## config.mk

```make
export PLATFORM = sky130hd
export DESIGN_NAME = tcr_readout
export DESIGN_NICKNAME = d
export VERILOG_FILES = /design/src/hdl/tcr_pkg.sv /design/src/hdl/tcr_pace.sv /design/src/hdl/tcr_ramp.sv /design/src/hdl/tcr_readout.sv
export SDC_FILE = /design/constraint.sdc
export NUM_CORES = 1
export LEC_CHECK = 0
export CORE_ASPECT_RATIO = 0.8
export CORE_UTILIZATION = 25
export DETAILED_ROUTE_END_ITERATION = 8
export DONT_BUFFER_PORTS = 1
export PLACE_DENSITY = 0.4
export SLEW_MARGIN = 40
export SYNTH_ARGS = -nofsm -noshare
export SYNTH_HDL_FRONTEND = slang
export SYNTH_SLANG_ARGS = --single-unit
```

## constraint.sdc

```tcl
create_clock -name sys_clk -period 3.45 [get_ports sys_clk]
set_clock_uncertainty 0.15 [all_clocks]
set_input_delay 0.345 -clock sys_clk [delete_from_list [all_inputs] [get_ports sys_clk]]
set_output_delay 0.345 -clock sys_clk [all_outputs]
set_load 0.01 [all_outputs]
```

## src/hdl/tcr_pkg.sv

```systemverilog
// shared constants and types of the thermocouple channel readout
package tcr_pkg;
	// ****************************************
	// clock and timing
	// ****************************************
	localparam int TCR_CLK_HZ = 25_000_000;
	localparam int TCR_CYC_PER_MS = TCR_CLK_HZ / 1000;
	localparam int TCR_CYC_PER_US = TCR_CLK_HZ / 1_000_000;
	localparam int TCR_CNT_W = 24;
	typedef logic [TCR_CNT_W-1:0] tcr_cnt_t;
	localparam int TCR_T_EXT_MS = 20;
	localparam int TCR_T_EXT_LF_MS = 80;
	localparam int TCR_T_INT_MS = 120;
	localparam int TCR_T_INT_LF_MS = 240;
	localparam int TCR_T_SEND_US = 6500;
	localparam tcr_cnt_t TCR_N_EXT = tcr_cnt_t'(TCR_T_EXT_MS * TCR_CYC_PER_MS);
	localparam tcr_cnt_t TCR_N_EXT_LF = tcr_cnt_t'(TCR_T_EXT_LF_MS * TCR_CYC_PER_MS);
	localparam tcr_cnt_t TCR_N_INT = tcr_cnt_t'(TCR_T_INT_MS * TCR_CYC_PER_MS);
	localparam tcr_cnt_t TCR_N_INT_LF = tcr_cnt_t'(TCR_T_INT_LF_MS * TCR_CYC_PER_MS);
	localparam tcr_cnt_t TCR_N_SEND = tcr_cnt_t'(TCR_T_SEND_US * TCR_CYC_PER_US);
	// ****************************************
	// ramp filter: one count of full scale per interval
	// ****************************************
	localparam int TCR_VAL_W = 12;
	localparam longint TCR_FS_COUNTS = 4096;
	localparam longint TCR_PCT_FULL = 100;
	localparam longint TCR_RATE_FAST_PCT = 100;
	localparam longint TCR_RATE_MID_PCT = 10;
	localparam longint TCR_RATE_SLOW_PCT = 1;
	localparam tcr_cnt_t TCR_N_RAMP_FAST = tcr_cnt_t'((longint'(TCR_CLK_HZ) * TCR_PCT_FULL)
		/ (TCR_FS_COUNTS * TCR_RATE_FAST_PCT));
	localparam tcr_cnt_t TCR_N_RAMP_MID = tcr_cnt_t'((longint'(TCR_CLK_HZ) * TCR_PCT_FULL)
		/ (TCR_FS_COUNTS * TCR_RATE_MID_PCT));
	localparam tcr_cnt_t TCR_N_RAMP_SLOW = tcr_cnt_t'((longint'(TCR_CLK_HZ) * TCR_PCT_FULL)
		/ (TCR_FS_COUNTS * TCR_RATE_SLOW_PCT));
	typedef enum logic [1:0] {
		TCR_FLT_OFF = 2'h0,
		TCR_FLT_FAST = 2'h1,
		TCR_FLT_MID = 2'h2,
		TCR_FLT_SLOW = 2'h3
	} tcr_flt_e;
	// ****************************************
	// parameter byte layout
	// ****************************************
	localparam int TCR_PRM_W = 5;
	localparam int TCR_PB_LFD = 0;
	localparam int TCR_PB_FLT_LO = 1;
	localparam int TCR_PB_FLT_HI = 2;
	localparam int TCR_PB_CJ_EXT = 3;
	localparam int TCR_PB_CJ_50 = 4;
	localparam logic [TCR_PRM_W-1:0] TCR_PRM_RESET = 5'h00;
	localparam logic [7:0] TCR_PRM_HEADER = 8'h52;
	localparam logic [7:0] TCR_CFG_CODE = 8'h50;
	localparam logic [7:0] TCR_IN_BYTES = 8'h02;
	localparam logic [7:0] TCR_OUT_BYTES = 8'h00;
	// ****************************************
	// channel word layout and fault release
	// ****************************************
	localparam int TCR_WB_FAULT = 1;
	localparam int TCR_WB_VAL_LO = 4;
	localparam logic [15:0] TCR_WORD_RESET = 16'h0000;
	localparam logic [3:0] TCR_GOOD_NEED = 4'ha;
endpackage

```

## src/hdl/tcr_pace.sv

```systemverilog
// free-running period ticker
`timescale 1ns/1ps
module tcr_pace import tcr_pkg::*; (
	input wire logic sys_clk,
	input wire logic rst_n,
	input wire tcr_cnt_t period,
	output logic tick
);
	typedef struct packed {
		tcr_cnt_t cnt;
		logic tick;
	} tcr_pace_s;
	localparam tcr_pace_s TCR_PACE_RST = '{cnt: '0, tick: 1'b0};
	tcr_pace_s q, d;

	// ****************************************
	// counter
	// ****************************************
	always_comb begin
		d = q;
		d.tick = 1'b0;
		// >= so a shortened period takes effect at once
		if (q.cnt >= period - tcr_cnt_t'(1)) begin
			d.cnt = '0;
			d.tick = 1'b1;
		end else begin
			d.cnt = q.cnt + tcr_cnt_t'(1);
		end
	end

	always_ff @(posedge sys_clk) begin
		if (!rst_n) begin
			q <= TCR_PACE_RST;
		end else begin
			q <= d;
		end
	end

	assign tick = q.tick;
endmodule

```

## src/hdl/tcr_ramp.sv

```systemverilog
// linear rate-limiting filter for the measured value
`timescale 1ns/1ps
module tcr_ramp import tcr_pkg::*; (
	input wire logic sys_clk,
	input wire logic rst_n,
	input wire logic [TCR_VAL_W-1:0] target,
	input wire logic load,
	input wire tcr_flt_e code,
	input wire tcr_cnt_t n_fast,
	input wire tcr_cnt_t n_mid,
	input wire tcr_cnt_t n_slow,
	output logic [TCR_VAL_W-1:0] value
);
	typedef struct packed {
		logic [TCR_VAL_W-1:0] tgt;
		logic [TCR_VAL_W-1:0] val;
		tcr_cnt_t cnt;
	} tcr_ramp_s;
	localparam tcr_ramp_s TCR_RAMP_RST = '{tgt: '0, val: '0, cnt: '0};
	tcr_ramp_s q, d;
	tcr_cnt_t step_n;

	// ****************************************
	// step logic
	// ****************************************
	always_comb begin
		d = q;
		case (code)
			TCR_FLT_FAST: step_n = n_fast;
			TCR_FLT_MID: step_n = n_mid;
			default: step_n = n_slow;
		endcase
		if (load) begin
			d.tgt = target;
		end
		if (code == TCR_FLT_OFF) begin
			d.val = d.tgt;
			d.cnt = '0;
		end else if (q.cnt >= step_n - tcr_cnt_t'(1)) begin
			d.cnt = '0;
			if (q.val < q.tgt) begin
				d.val = q.val + 1'b1;
			end else if (q.val > q.tgt) begin
				d.val = q.val - 1'b1;
			end
		end else begin
			d.cnt = q.cnt + tcr_cnt_t'(1);
		end
	end

	always_ff @(posedge sys_clk) begin
		if (!rst_n) begin
			q <= TCR_RAMP_RST;
		end else begin
			q <= d;
		end
	end

	assign value = q.val;
endmodule

```

## src/hdl/tcr_readout.sv

```systemverilog
// thermocouple channel readout: parameters, measurement pacing, line fault, channel word
`timescale 1ns/1ps
module tcr_readout import tcr_pkg::*; #(
	parameter tcr_cnt_t N_EXT = TCR_N_EXT,
	parameter tcr_cnt_t N_EXT_LF = TCR_N_EXT_LF,
	parameter tcr_cnt_t N_INT = TCR_N_INT,
	parameter tcr_cnt_t N_INT_LF = TCR_N_INT_LF,
	parameter tcr_cnt_t N_SEND = TCR_N_SEND,
	parameter tcr_cnt_t N_RAMP_FAST = TCR_N_RAMP_FAST,
	parameter tcr_cnt_t N_RAMP_MID = TCR_N_RAMP_MID,
	parameter tcr_cnt_t N_RAMP_SLOW = TCR_N_RAMP_SLOW
) (
	input wire logic sys_clk,
	input wire logic rst_n,
	input wire logic conv_done,
	input wire logic [TCR_VAL_W-1:0] conv_value,
	input wire logic line_break_pin,
	input wire logic prm_valid,
	input wire logic [7:0] prm_header,
	input wire logic [7:0] prm_data1,
	input wire logic [7:0] prm_data2,
	output logic [15:0] chan_word,
	output logic word_strobe,
	output logic conv_start,
	output logic diag_fault,
	output logic cjc_ext_sel,
	output logic cjc_ref_50c,
	output logic cjc_comp_en,
	output logic [7:0] cfg_code,
	output logic [7:0] cfg_in_bytes,
	output logic [7:0] cfg_out_bytes
);
	// ****************************************
	// types and state
	// ****************************************
	typedef enum logic [1:0] {
		TCR_MS_WAIT = 2'b01,
		TCR_MS_CONV = 2'b10
	} tcr_ms_e;

	typedef struct packed {
		tcr_ms_e st;
		logic [TCR_PRM_W-1:0] prm;
		logic brk_s1;
		logic brk_s2;
		logic fault;
		logic [3:0] good_cnt;
		logic [TCR_VAL_W-1:0] tgt;
		logic tgt_ld;
		logic start;
		logic send;
		logic [15:0] word;
	} tcr_main_s;

	localparam tcr_main_s TCR_MAIN_RST = '{
		st: TCR_MS_WAIT,
		prm: TCR_PRM_RESET,
		brk_s1: 1'b0,
		brk_s2: 1'b0,
		fault: 1'b0,
		good_cnt: 4'h0,
		tgt: '0,
		tgt_ld: 1'b0,
		start: 1'b0,
		send: 1'b0,
		word: TCR_WORD_RESET
	};

	tcr_main_s q, d;
	logic meas_tick;
	logic send_tick;
	logic lfd_on;
	logic cj_ext;
	tcr_cnt_t meas_period;
	logic [TCR_VAL_W-1:0] ramp_val;

	// ****************************************
	// functions
	// ****************************************
	function automatic tcr_cnt_t tcr_period(input logic ext, input logic lfd);
		tcr_cnt_t p;
		p = N_INT;
		case ({ext, lfd})
			2'b10: p = N_EXT;
			2'b11: p = N_EXT_LF;
			2'b01: p = N_INT_LF;
			default: p = N_INT;
		endcase
		return p;
	endfunction

	// status nibble starts from the all-zero reset word
	// the low nibble is status; only the fault bit is ever set
	function automatic logic [15:0] tcr_word(input logic [TCR_VAL_W-1:0] v, input logic f);
		logic [15:0] w;
		w = TCR_WORD_RESET;
		w[15:TCR_WB_VAL_LO] = v;
		w[TCR_WB_FAULT] = f;
		return w;
	endfunction

	assign lfd_on = q.prm[TCR_PB_LFD];
	assign cj_ext = q.prm[TCR_PB_CJ_EXT];
	assign meas_period = tcr_period(cj_ext, lfd_on);

	// ****************************************
	// pacing and filter
	// ****************************************
	tcr_pace u_meas_pace (
		.sys_clk(sys_clk),
		.rst_n(rst_n),
		.period(meas_period),
		.tick(meas_tick)
	);

	tcr_pace u_send_pace (
		.sys_clk(sys_clk),
		.rst_n(rst_n),
		.period(N_SEND),
		.tick(send_tick)
	);

	tcr_ramp u_ramp (
		.sys_clk(sys_clk),
		.rst_n(rst_n),
		.target(q.tgt),
		.load(q.tgt_ld),
		.code(tcr_flt_e'(q.prm[TCR_PB_FLT_HI:TCR_PB_FLT_LO])),
		.n_fast(N_RAMP_FAST),
		.n_mid(N_RAMP_MID),
		.n_slow(N_RAMP_SLOW),
		.value(ramp_val)
	);

	// ****************************************
	// next state
	// ****************************************
	always_comb begin
		d = q;
		d.brk_s1 = line_break_pin;
		d.brk_s2 = q.brk_s1;
		d.start = 1'b0;
		d.tgt_ld = 1'b0;
		d.send = 1'b0;
		// accept parameters only behind the right header
		if (prm_valid && prm_header == TCR_PRM_HEADER) begin
			// reserved bits 7:5 dropped, data byte 2 all reserved
			d.prm = prm_data1[TCR_PRM_W-1:0];
		end
		case (q.st)
			TCR_MS_WAIT: begin
				// period picked by junction and detection
				if (meas_tick) begin
					d.start = 1'b1;
					d.st = TCR_MS_CONV;
				end
			end
			TCR_MS_CONV: begin
				if (conv_done) begin
					d.st = TCR_MS_WAIT;
					if (!lfd_on) begin
						d.tgt = conv_value;
						d.tgt_ld = 1'b1;
					end else if (q.brk_s2) begin
						d.fault = 1'b1;
						d.good_cnt = 4'h0;
					end else if (q.fault) begin
						if (q.good_cnt == TCR_GOOD_NEED - 4'h1) begin
							d.fault = 1'b0;
							d.good_cnt = 4'h0;
							d.tgt = conv_value;
							d.tgt_ld = 1'b1;
						end else begin
							d.good_cnt = q.good_cnt + 4'h1;
						end
					end else begin
						d.tgt = conv_value;
						d.tgt_ld = 1'b1;
					end
				end
			end
			default: begin
				d.st = TCR_MS_WAIT;
			end
		endcase
		// detection off clears any fault state
		if (!lfd_on) begin
			d.fault = 1'b0;
			d.good_cnt = 4'h0;
		end
		// word latched and sent on the fixed interval
		if (send_tick) begin
			d.send = 1'b1;
			// value in the upper twelve bits
			d.word = tcr_word(ramp_val, q.fault);
		end
	end

	always_ff @(posedge sys_clk) begin
		if (!rst_n) begin
			q <= TCR_MAIN_RST;
		end else begin
			q <= d;
		end
	end

	// ****************************************
	// outputs
	// ****************************************
	// one 16-bit word
	assign chan_word = q.word;
	assign word_strobe = q.send;
	assign conv_start = q.start;
	assign diag_fault = q.fault;
	assign cjc_ext_sel = cj_ext;
	// reference temperature only meaningful with external junction
	assign cjc_ref_50c = cj_ext & q.prm[TCR_PB_CJ_50];
	// external at 0 degC measures raw millivolts
	assign cjc_comp_en = ~(cj_ext & ~q.prm[TCR_PB_CJ_50]);
	assign cfg_code = TCR_CFG_CODE;
	assign cfg_in_bytes = TCR_IN_BYTES;
	assign cfg_out_bytes = TCR_OUT_BYTES;

	// ****************************************
	// checks
	// ****************************************
	tcr_cnt_t m_gap;
	logic m_seen;
	logic m_same;
	tcr_cnt_t s_gap;
	logic s_seen;

	always_ff @(posedge sys_clk) begin
		if (!rst_n) begin
			m_gap <= '0;
			m_seen <= 1'b0;
			m_same <= 1'b0;
			s_gap <= '0;
			s_seen <= 1'b0;
		end else begin
			m_gap <= meas_tick ? '0 : m_gap + tcr_cnt_t'(1);
			m_seen <= m_seen | meas_tick;
			m_same <= meas_tick ? 1'b1 : (m_same & (d.prm == q.prm));
			s_gap <= send_tick ? '0 : s_gap + tcr_cnt_t'(1);
			s_seen <= s_seen | send_tick;
		end
	end
endmodule

```

After elaboration in Yosys (flattened, before gate mapping)
Cells that the tools add are included.
{"block": "totals", "latchBits": 0, "ff_bits": 140, "mem_count": 0, "word_cells": 88, "out_inout_bits": 46, "ramBits": 0, "romBits": 0, "inputBits": 41}
{"block": "op_classes", "n_reduce_logical": 16, "multipliers": 0, "n_shift": 0, "n_addsub": 8, "n_div": 0, "n_mux": 23, "order_cmp": 5, "bitwise": 5, "eq_ne": 13}
{"op": "$add A24 B1 Y24 const B", "count": 3}
{"op": "$pmux W23 S3", "count": 1}
{"op": "$mux W13", "count": 4}
{"op": "$ge A24 B24 Y1", "count": 2}
{"op": "$mux W12", "count": 4}
{"op": "$pmux W20 S2", "count": 1}
{"op": "$mux W36", "count": 1}
{"op": "$ge A24 B18 Y1 const B", "count": 1}
{"op": "$mux W24", "count": 1}
{"op": "$sub A23 B1 Y24 const B", "count": 1}
{"op": "$sub A20 B1 Y21 const B", "count": 1}
{"op": "$mux W17", "count": 1}
{"op": "$add A12 B1 Y12 const B", "count": 1}
{"op": "$gt A12 B12 Y1", "count": 1}
{"op": "$lt A12 B12 Y1", "count": 1}
{"op": "$sub A12 B1 Y12 const B", "count": 1}
{"op": "$mux W5", "count": 2}
{"op": "$eq A2 B2 Y1 const B", "count": 4}
{"op": "$eq A8 B7 Y1 const B", "count": 1}
{"op": "$reduce_and A2 Y1", "count": 4}
{"op": "$reduce_and A4 Y1", "count": 2}
{"op": "$eq A2 B1 Y1 const B", "count": 3}
{"op": "$reduce_and A3 Y1", "count": 2}
{"op": "$add A4 B1 Y4 const B", "count": 1}
{"op": "other kinds (16)", "count": 26}

Longest topological paths before layout
{"block": "depth", "ltp_word": 6, "mapped_depth": 15, "ltp_nobuf": 15}

Hierarchy
A second synthesis with hierarchy kept.
{"block": "unflattened", "hier_cells": 1228, "area_unflattened_um2": 10406.2}
{"module": "tcr_ramp", "n_inst": 1, "cells_each": 525, "area_per_inst_um2": 4307.9}
{"module": "tcr_readout", "n_inst": 1, "cells_each": 233, "area_per_inst_um2": 2193.4}
{"module": "tcr_pace at u_send_pace", "n_inst": 1, "cells_each": 233, "area_per_inst_um2": 1969.4}
{"module": "tcr_pace at u_meas_pace", "n_inst": 1, "cells_each": 237, "area_per_inst_um2": 1935.6}

Worst setup path after synthesis
Ideal clock, no wire load.
{"block": "synth_path", "kind": "flip-flop to flip-flop", "start": "reg u_ramp.q, in the netlist u_ramp.value[1]", "end": "reg u_ramp.q, in the netlist u_ramp.value[11]", "path_stages_with_launch": 15, "slack_ns": -0.115, "path_buffers": 0, "t_arrival_ns": 3.299, "period_less_slack_ns": 3.565, "t_required_ns": 3.184, "cell_sequence": "dfxtp_1 -> ha_1 -> nor2b_1 -> o211ai_1 -> a21oi_1 -> o21bai_1 -> nand2_1 -> ha_1 -> a211oi_1 -> o21ai_0 -> and3_1 -> a2111oi_2 -> a21oi_1 -> mux2i_1 -> a31o_2"}
{"block": "synth_via", "elab_chain_len": 5, "elab_cells_between_ends": 10}
{"item": "start: declaration", "line_no": "tcr_ramp.sv:20", "rtl": "tcr_ramp_s q, d;"}
{"item": "start signal: assignment", "line_no": "tcr_ramp.sv:53", "rtl": "q <= TCR_RAMP_RST;"}
{"item": "start signal: assignment", "line_no": "tcr_ramp.sv:55", "rtl": "q <= d;"}
{"item": "$sub A12 B1 Y12", "line_no": "tcr_ramp.sv:44", "rtl": "d.val = q.val - 1'b1;"}
{"item": "$mux W12", "line_no": "tcr_ramp.sv:43", "rtl": "end else if (q.val > q.tgt) begin"}
{"item": "$mux W12", "line_no": "tcr_ramp.sv:41", "rtl": "if (q.val < q.tgt) begin"}
{"item": "$mux W12", "line_no": "tcr_ramp.sv:39", "rtl": "end else if (q.cnt >= step_n - tcr_cnt_t'(1)) begin"}
{"item": "$mux W36", "line_no": "tcr_ramp.sv:36", "rtl": "if (code == TCR_FLT_OFF) begin"}
Several ways; a longest one is shown, not always the timed one. The select of a mux whose other input is x is not followed.
A chain may end at the register's enable or synchronous reset.

Worst setup path after layout
{"block": "layout_path", "start": "reg u_ramp.q[37] in the netlist's numbering", "end": "reg u_ramp.q, in the netlist u_ramp.value[11]"}
{"block": "layout_via", "elab_chain_len": 4, "elab_cells_between_ends": 7}
{"item": "$lt A12 B12 Y1", "line_no": "tcr_ramp.sv:41"}
{"item": "$mux W12", "line_no": "tcr_ramp.sv:41"}
{"item": "$mux W12", "line_no": "tcr_ramp.sv:39"}
{"item": "$mux W36", "line_no": "tcr_ramp.sv:36"}
Several ways; a longest one is shown, not always the timed one. The select of a mux whose other input is x is not followed.

==> summary.md <==
| Metric | Value |
|---|---|
| Critical Path AT | `3470 ps` |
| Family with the most delay on the worst path | `compound AO/OA/AOI/OAI gates` |
| Drt pass-1 iters | `4` |
| Latest clock arrival within the worst-skew pair | `430 ps` |
| Placed cell area | `8010 um2` |
| MaxCap Viol Count | `0` |
| Peak VDD IR | `roughly 0.00026 V` |
| CP endpoint kind | `flip-flop` |
| First-pass GRT wire length | `28.6 mm` |
| Setup Viol. Count Final | `0` |
| Worst path slowest cell | `a2111oi_4` |
| Largest net degree at the start of global routing | `52` |
| Nets | `roughly 1,000` |
| Worst Hold Class | `primary input to flip-flop` |
| Gpl congestion | `between 0.7 and 0.8` |
| Post-Syn Area | `around 7400 um2` |
| Initial antenna violation count | `0` |
| CP Max Fanout | `5` |
| Hold Vio Cnt, Final | `0` |
| HPWL after DPL | `12.4 mm` |
| Core region area | `around 29,000 um2` |
| Power Dens Cells | `404 nW/um2` |
| DR WL/cell | `~13 um` |
| YS warnings | `0` |
| Dominant cell by count in the synthesized netlist | `nor2_1` |
| Crit path required time | `~3600 ps` |
| Die footprint | `30,500 um2` |
| Post-synthesis mux area share | `5.39%` |
| Total grt overflow | `0` |
| Initial drt markers | `235` |
| Critical path buffers and inverters | `1` |
| Starting Density | `25.4%` |
| FF+latch count, synth | `140` |
| Max Clk Rate | `0.303 GHz` |
| Vias in the first global route | `5,390` |
| RSZ-0062 raised after global routing | `true` |
| Hold Path Origin | `rst_n` |
| Sequential area share after synthesis | `37.6%` |
| Largest family of logic cells by synthesized area | `simple AND/OR/NAND/NOR gates` |
| Total CTS buffers | `17` |
| Root Buffer | `clkbuf_16` |
| Fin. max-slew vios | `0` |
| Critical path origin | `u_ramp.q[37]` |
| Post-route DRC | `0` |
| Post-Syn Instances | `849` |
| Largest cells by area after synthesis | `dfxtp_1 (38%), ha_1 (12%), nor2_1 (7.1%)` |
| CP Launch Type | `flip-flop` |
| Crit path largest cell delay | `340 ps` |
| CTS tree | `yes` |
| DR vias/cell | `4.24` |
| Commonest cells post-synth | `nor2_1 (141), dfxtp_1 (140), ha_1 (73)` |
| I/O pins | `87` |
| Crit path time final | `3300 ps` |
| Status | `finished, final reports clean` |
| DIE HEIGHT | `156 um` |
| Sequential Area | `2810 um2` |
| Ant diodes | `0` |
| Post-synth EDFFs | `0` |
| FILL cells | `3,146` |
| Core Rows | `56` |
| Post-synthesis xor/xnor area fraction | `7.06%` |
| Mean Syn Cell Area | `approximately 8.8 um2` |
| Ordered list of cells on the worst path | `inv_2, ha_4, nor2b_1, o211ai_1, a21oi_2, o21bai_2, nand2_4, ha_4, a211oi_4, o21ai_2, and3_4, a2111oi_4, a21oi_2, mux2i_1, a31o_2` |
| CTS Sinks | `140` |
| DIE WIDTH | `just under 200 um` |
| Area share of the largest cell type after synthesis | `37.6%` |
| GRT Total Usage | `between 10% and 20%` |
| H-tree depth | `4` |
| Leakage | `3.67 nW` |
| Number of port buffers | `0` |
| Compound-Gate Fraction of Synth Area | `9.90%` |
| Adder-Cell Fraction of Synth Area | `12.5%` |
| Via count | `5,538` |
| Period utilization | `95.5%` |
| Async SR Flop Fraction | `0%` |
| R2r startpoint | `u_ramp.q[37]` |
| Main synth FF type | `dfxtp_1` |
| Crit Path Class | `flip-flop to flip-flop` |
| Slew @ Worst Pin | `721 ps` |
| Synthesized-area fraction occupied by and/or/nand/nor cells | `approximately 20%` |
| Worst-case clock buffer depth | `2` |
| Area leader, netlist | `dfxtp_1` |
| Final instance area | `a little over 9000 um2` |
| Post-DRT Antenna Nets | `0` |
| Detailed Route WL | `17.3 mm` |
| Netlist cell types | `61` |
| Clk slew on worst S/H paths | `60 ps` |
| Slew HR | `51.9%` |
| Syn-to-layout area delta | `22.8%` |
| Multi-input logic area | `4470 um2` |
| Fin util | `31.2%` |
| Share of cells above drive strength 1 | `around 14%` |
[layout make-up]
cell class / instances / share of cell area (%)
Tap cell: 377 / 5.16
Inverter: 39 / 1.60
Timing Repair Buffer: 74 / 6.84
Clock buffer: 20 / 5.00
Clock inverter: 12 / 1.78
Sequential cell: 140 / 30.7
Multi-Input combinational cell: 643 / 48.9
[flip-flops by register name (all words and copies together) (netlist names), 12 cells and up]
name and flops:
u_ramp.q 36, u_send_pace.q 24, chan_word 13, q 23
u_meas_pace.q 24, u_ramp.value 12
[worst reg2reg max path: stages (launching register included)]
cell and delay (ps):
dfxtp_2 330, inv_2 50, ha_4 220, nor2b_1 120
o211ai_1 270, a21oi_2 110, o21bai_2 190, nand2_4 120
ha_4 270, a211oi_4 270, o21ai_2 100, and3_4 200
a2111oi_4 340, a21oi_2 110, mux2i_1 130, a31o_2 240
[per-stage QoR]
step                      setup TNS [ps]  power (W)  std cells  hold slack (ps)  worst slack, ps
after floorplan                        0    0.00176        885              262             49.6
after global placement              -422    0.00176       1247              295             -210
after detailed placement            -710    0.00176       1247              294             -266
after CTS                              0    0.00376       1302             23.8             4.49
after global routing               -22.7    0.00386       1305             48.0            -22.7
final                                  0    0.00369       1305             45.5              154
[metal layers]
layer  wire length (um)  track usage [%]  part of all wire (%)  vias up
li1                   -                -                     -     2971
met1               9300             16.9                    54     2503
met2               7170             17.7                    41       52
met3                626             3.08                   3.6       12
met4                174             3.71                   1.0        0
met5                  0                0                     0        -
[worst paths after layout]
check                                        end  slack [ps]  cells past startpoint
worst max-delay path            u_ramp.value[11]         150                     15
worst min-delay path            u_send_pace.q[2]          50                      2
worst min register to register             q[36]         300                      1
worst max register to register  u_ramp.value[11]         150                     15
[power by group]
part,switching (W),internal [W]
Clock,0.000755,0.00118
Combinational,0.0000631,0.0000507
Sequential,0.0000108,0.00163
Total,0.000829,0.00286
[logic make-up after synthesis]
kind of cell / after synthesis
AND/OR/NAND/NOR: 315
flip-flops: 140
AO/OA/AOI/OAI: 116
buffers and inverters: 102
adder cells (fa/ha/maj): 74
XOR/XNOR: 60
multiplexers: 40
other: 2
[repair_timing]
item,4_1_cts,5_1_grt
resized for setup,13,40
hold buffers,20,0
endpoints found under the hold margin,30,0
setup endpoints to repair,4,6
pin swaps,6,20
setup buffers,3,3
[cells in the final DEF (no fill, tap or decap), types with 4 or more instances in the layout]
cell / count
conb_1: 38
nand4_1: 14
a211oi_1: 5
or3_1: 8
a21o_1: 14
nor4_1: 5
dfxtp_1: 138
clkbuf_16: 17
a21oi_1: 39
nand2_1: 50
mux2i_1: 39
ha_4: 7
nor2_2: 4
nor2_1: 137
buf_4: 51
and2_1: 14
o21ai_0: 17
xnor2_1: 30
and3_1: 13
nor3_1: 10
nor2b_1: 5
clkinvlp_4: 5
xor2_1: 30
a311oi_1: 4
ha_1: 65
o211ai_1: 4
nand3_1: 27
dlygate4sd3_1: 20
inv_1: 37
a31oi_1: 4
No activity file was read; power rests on OpenSTA's default activity.
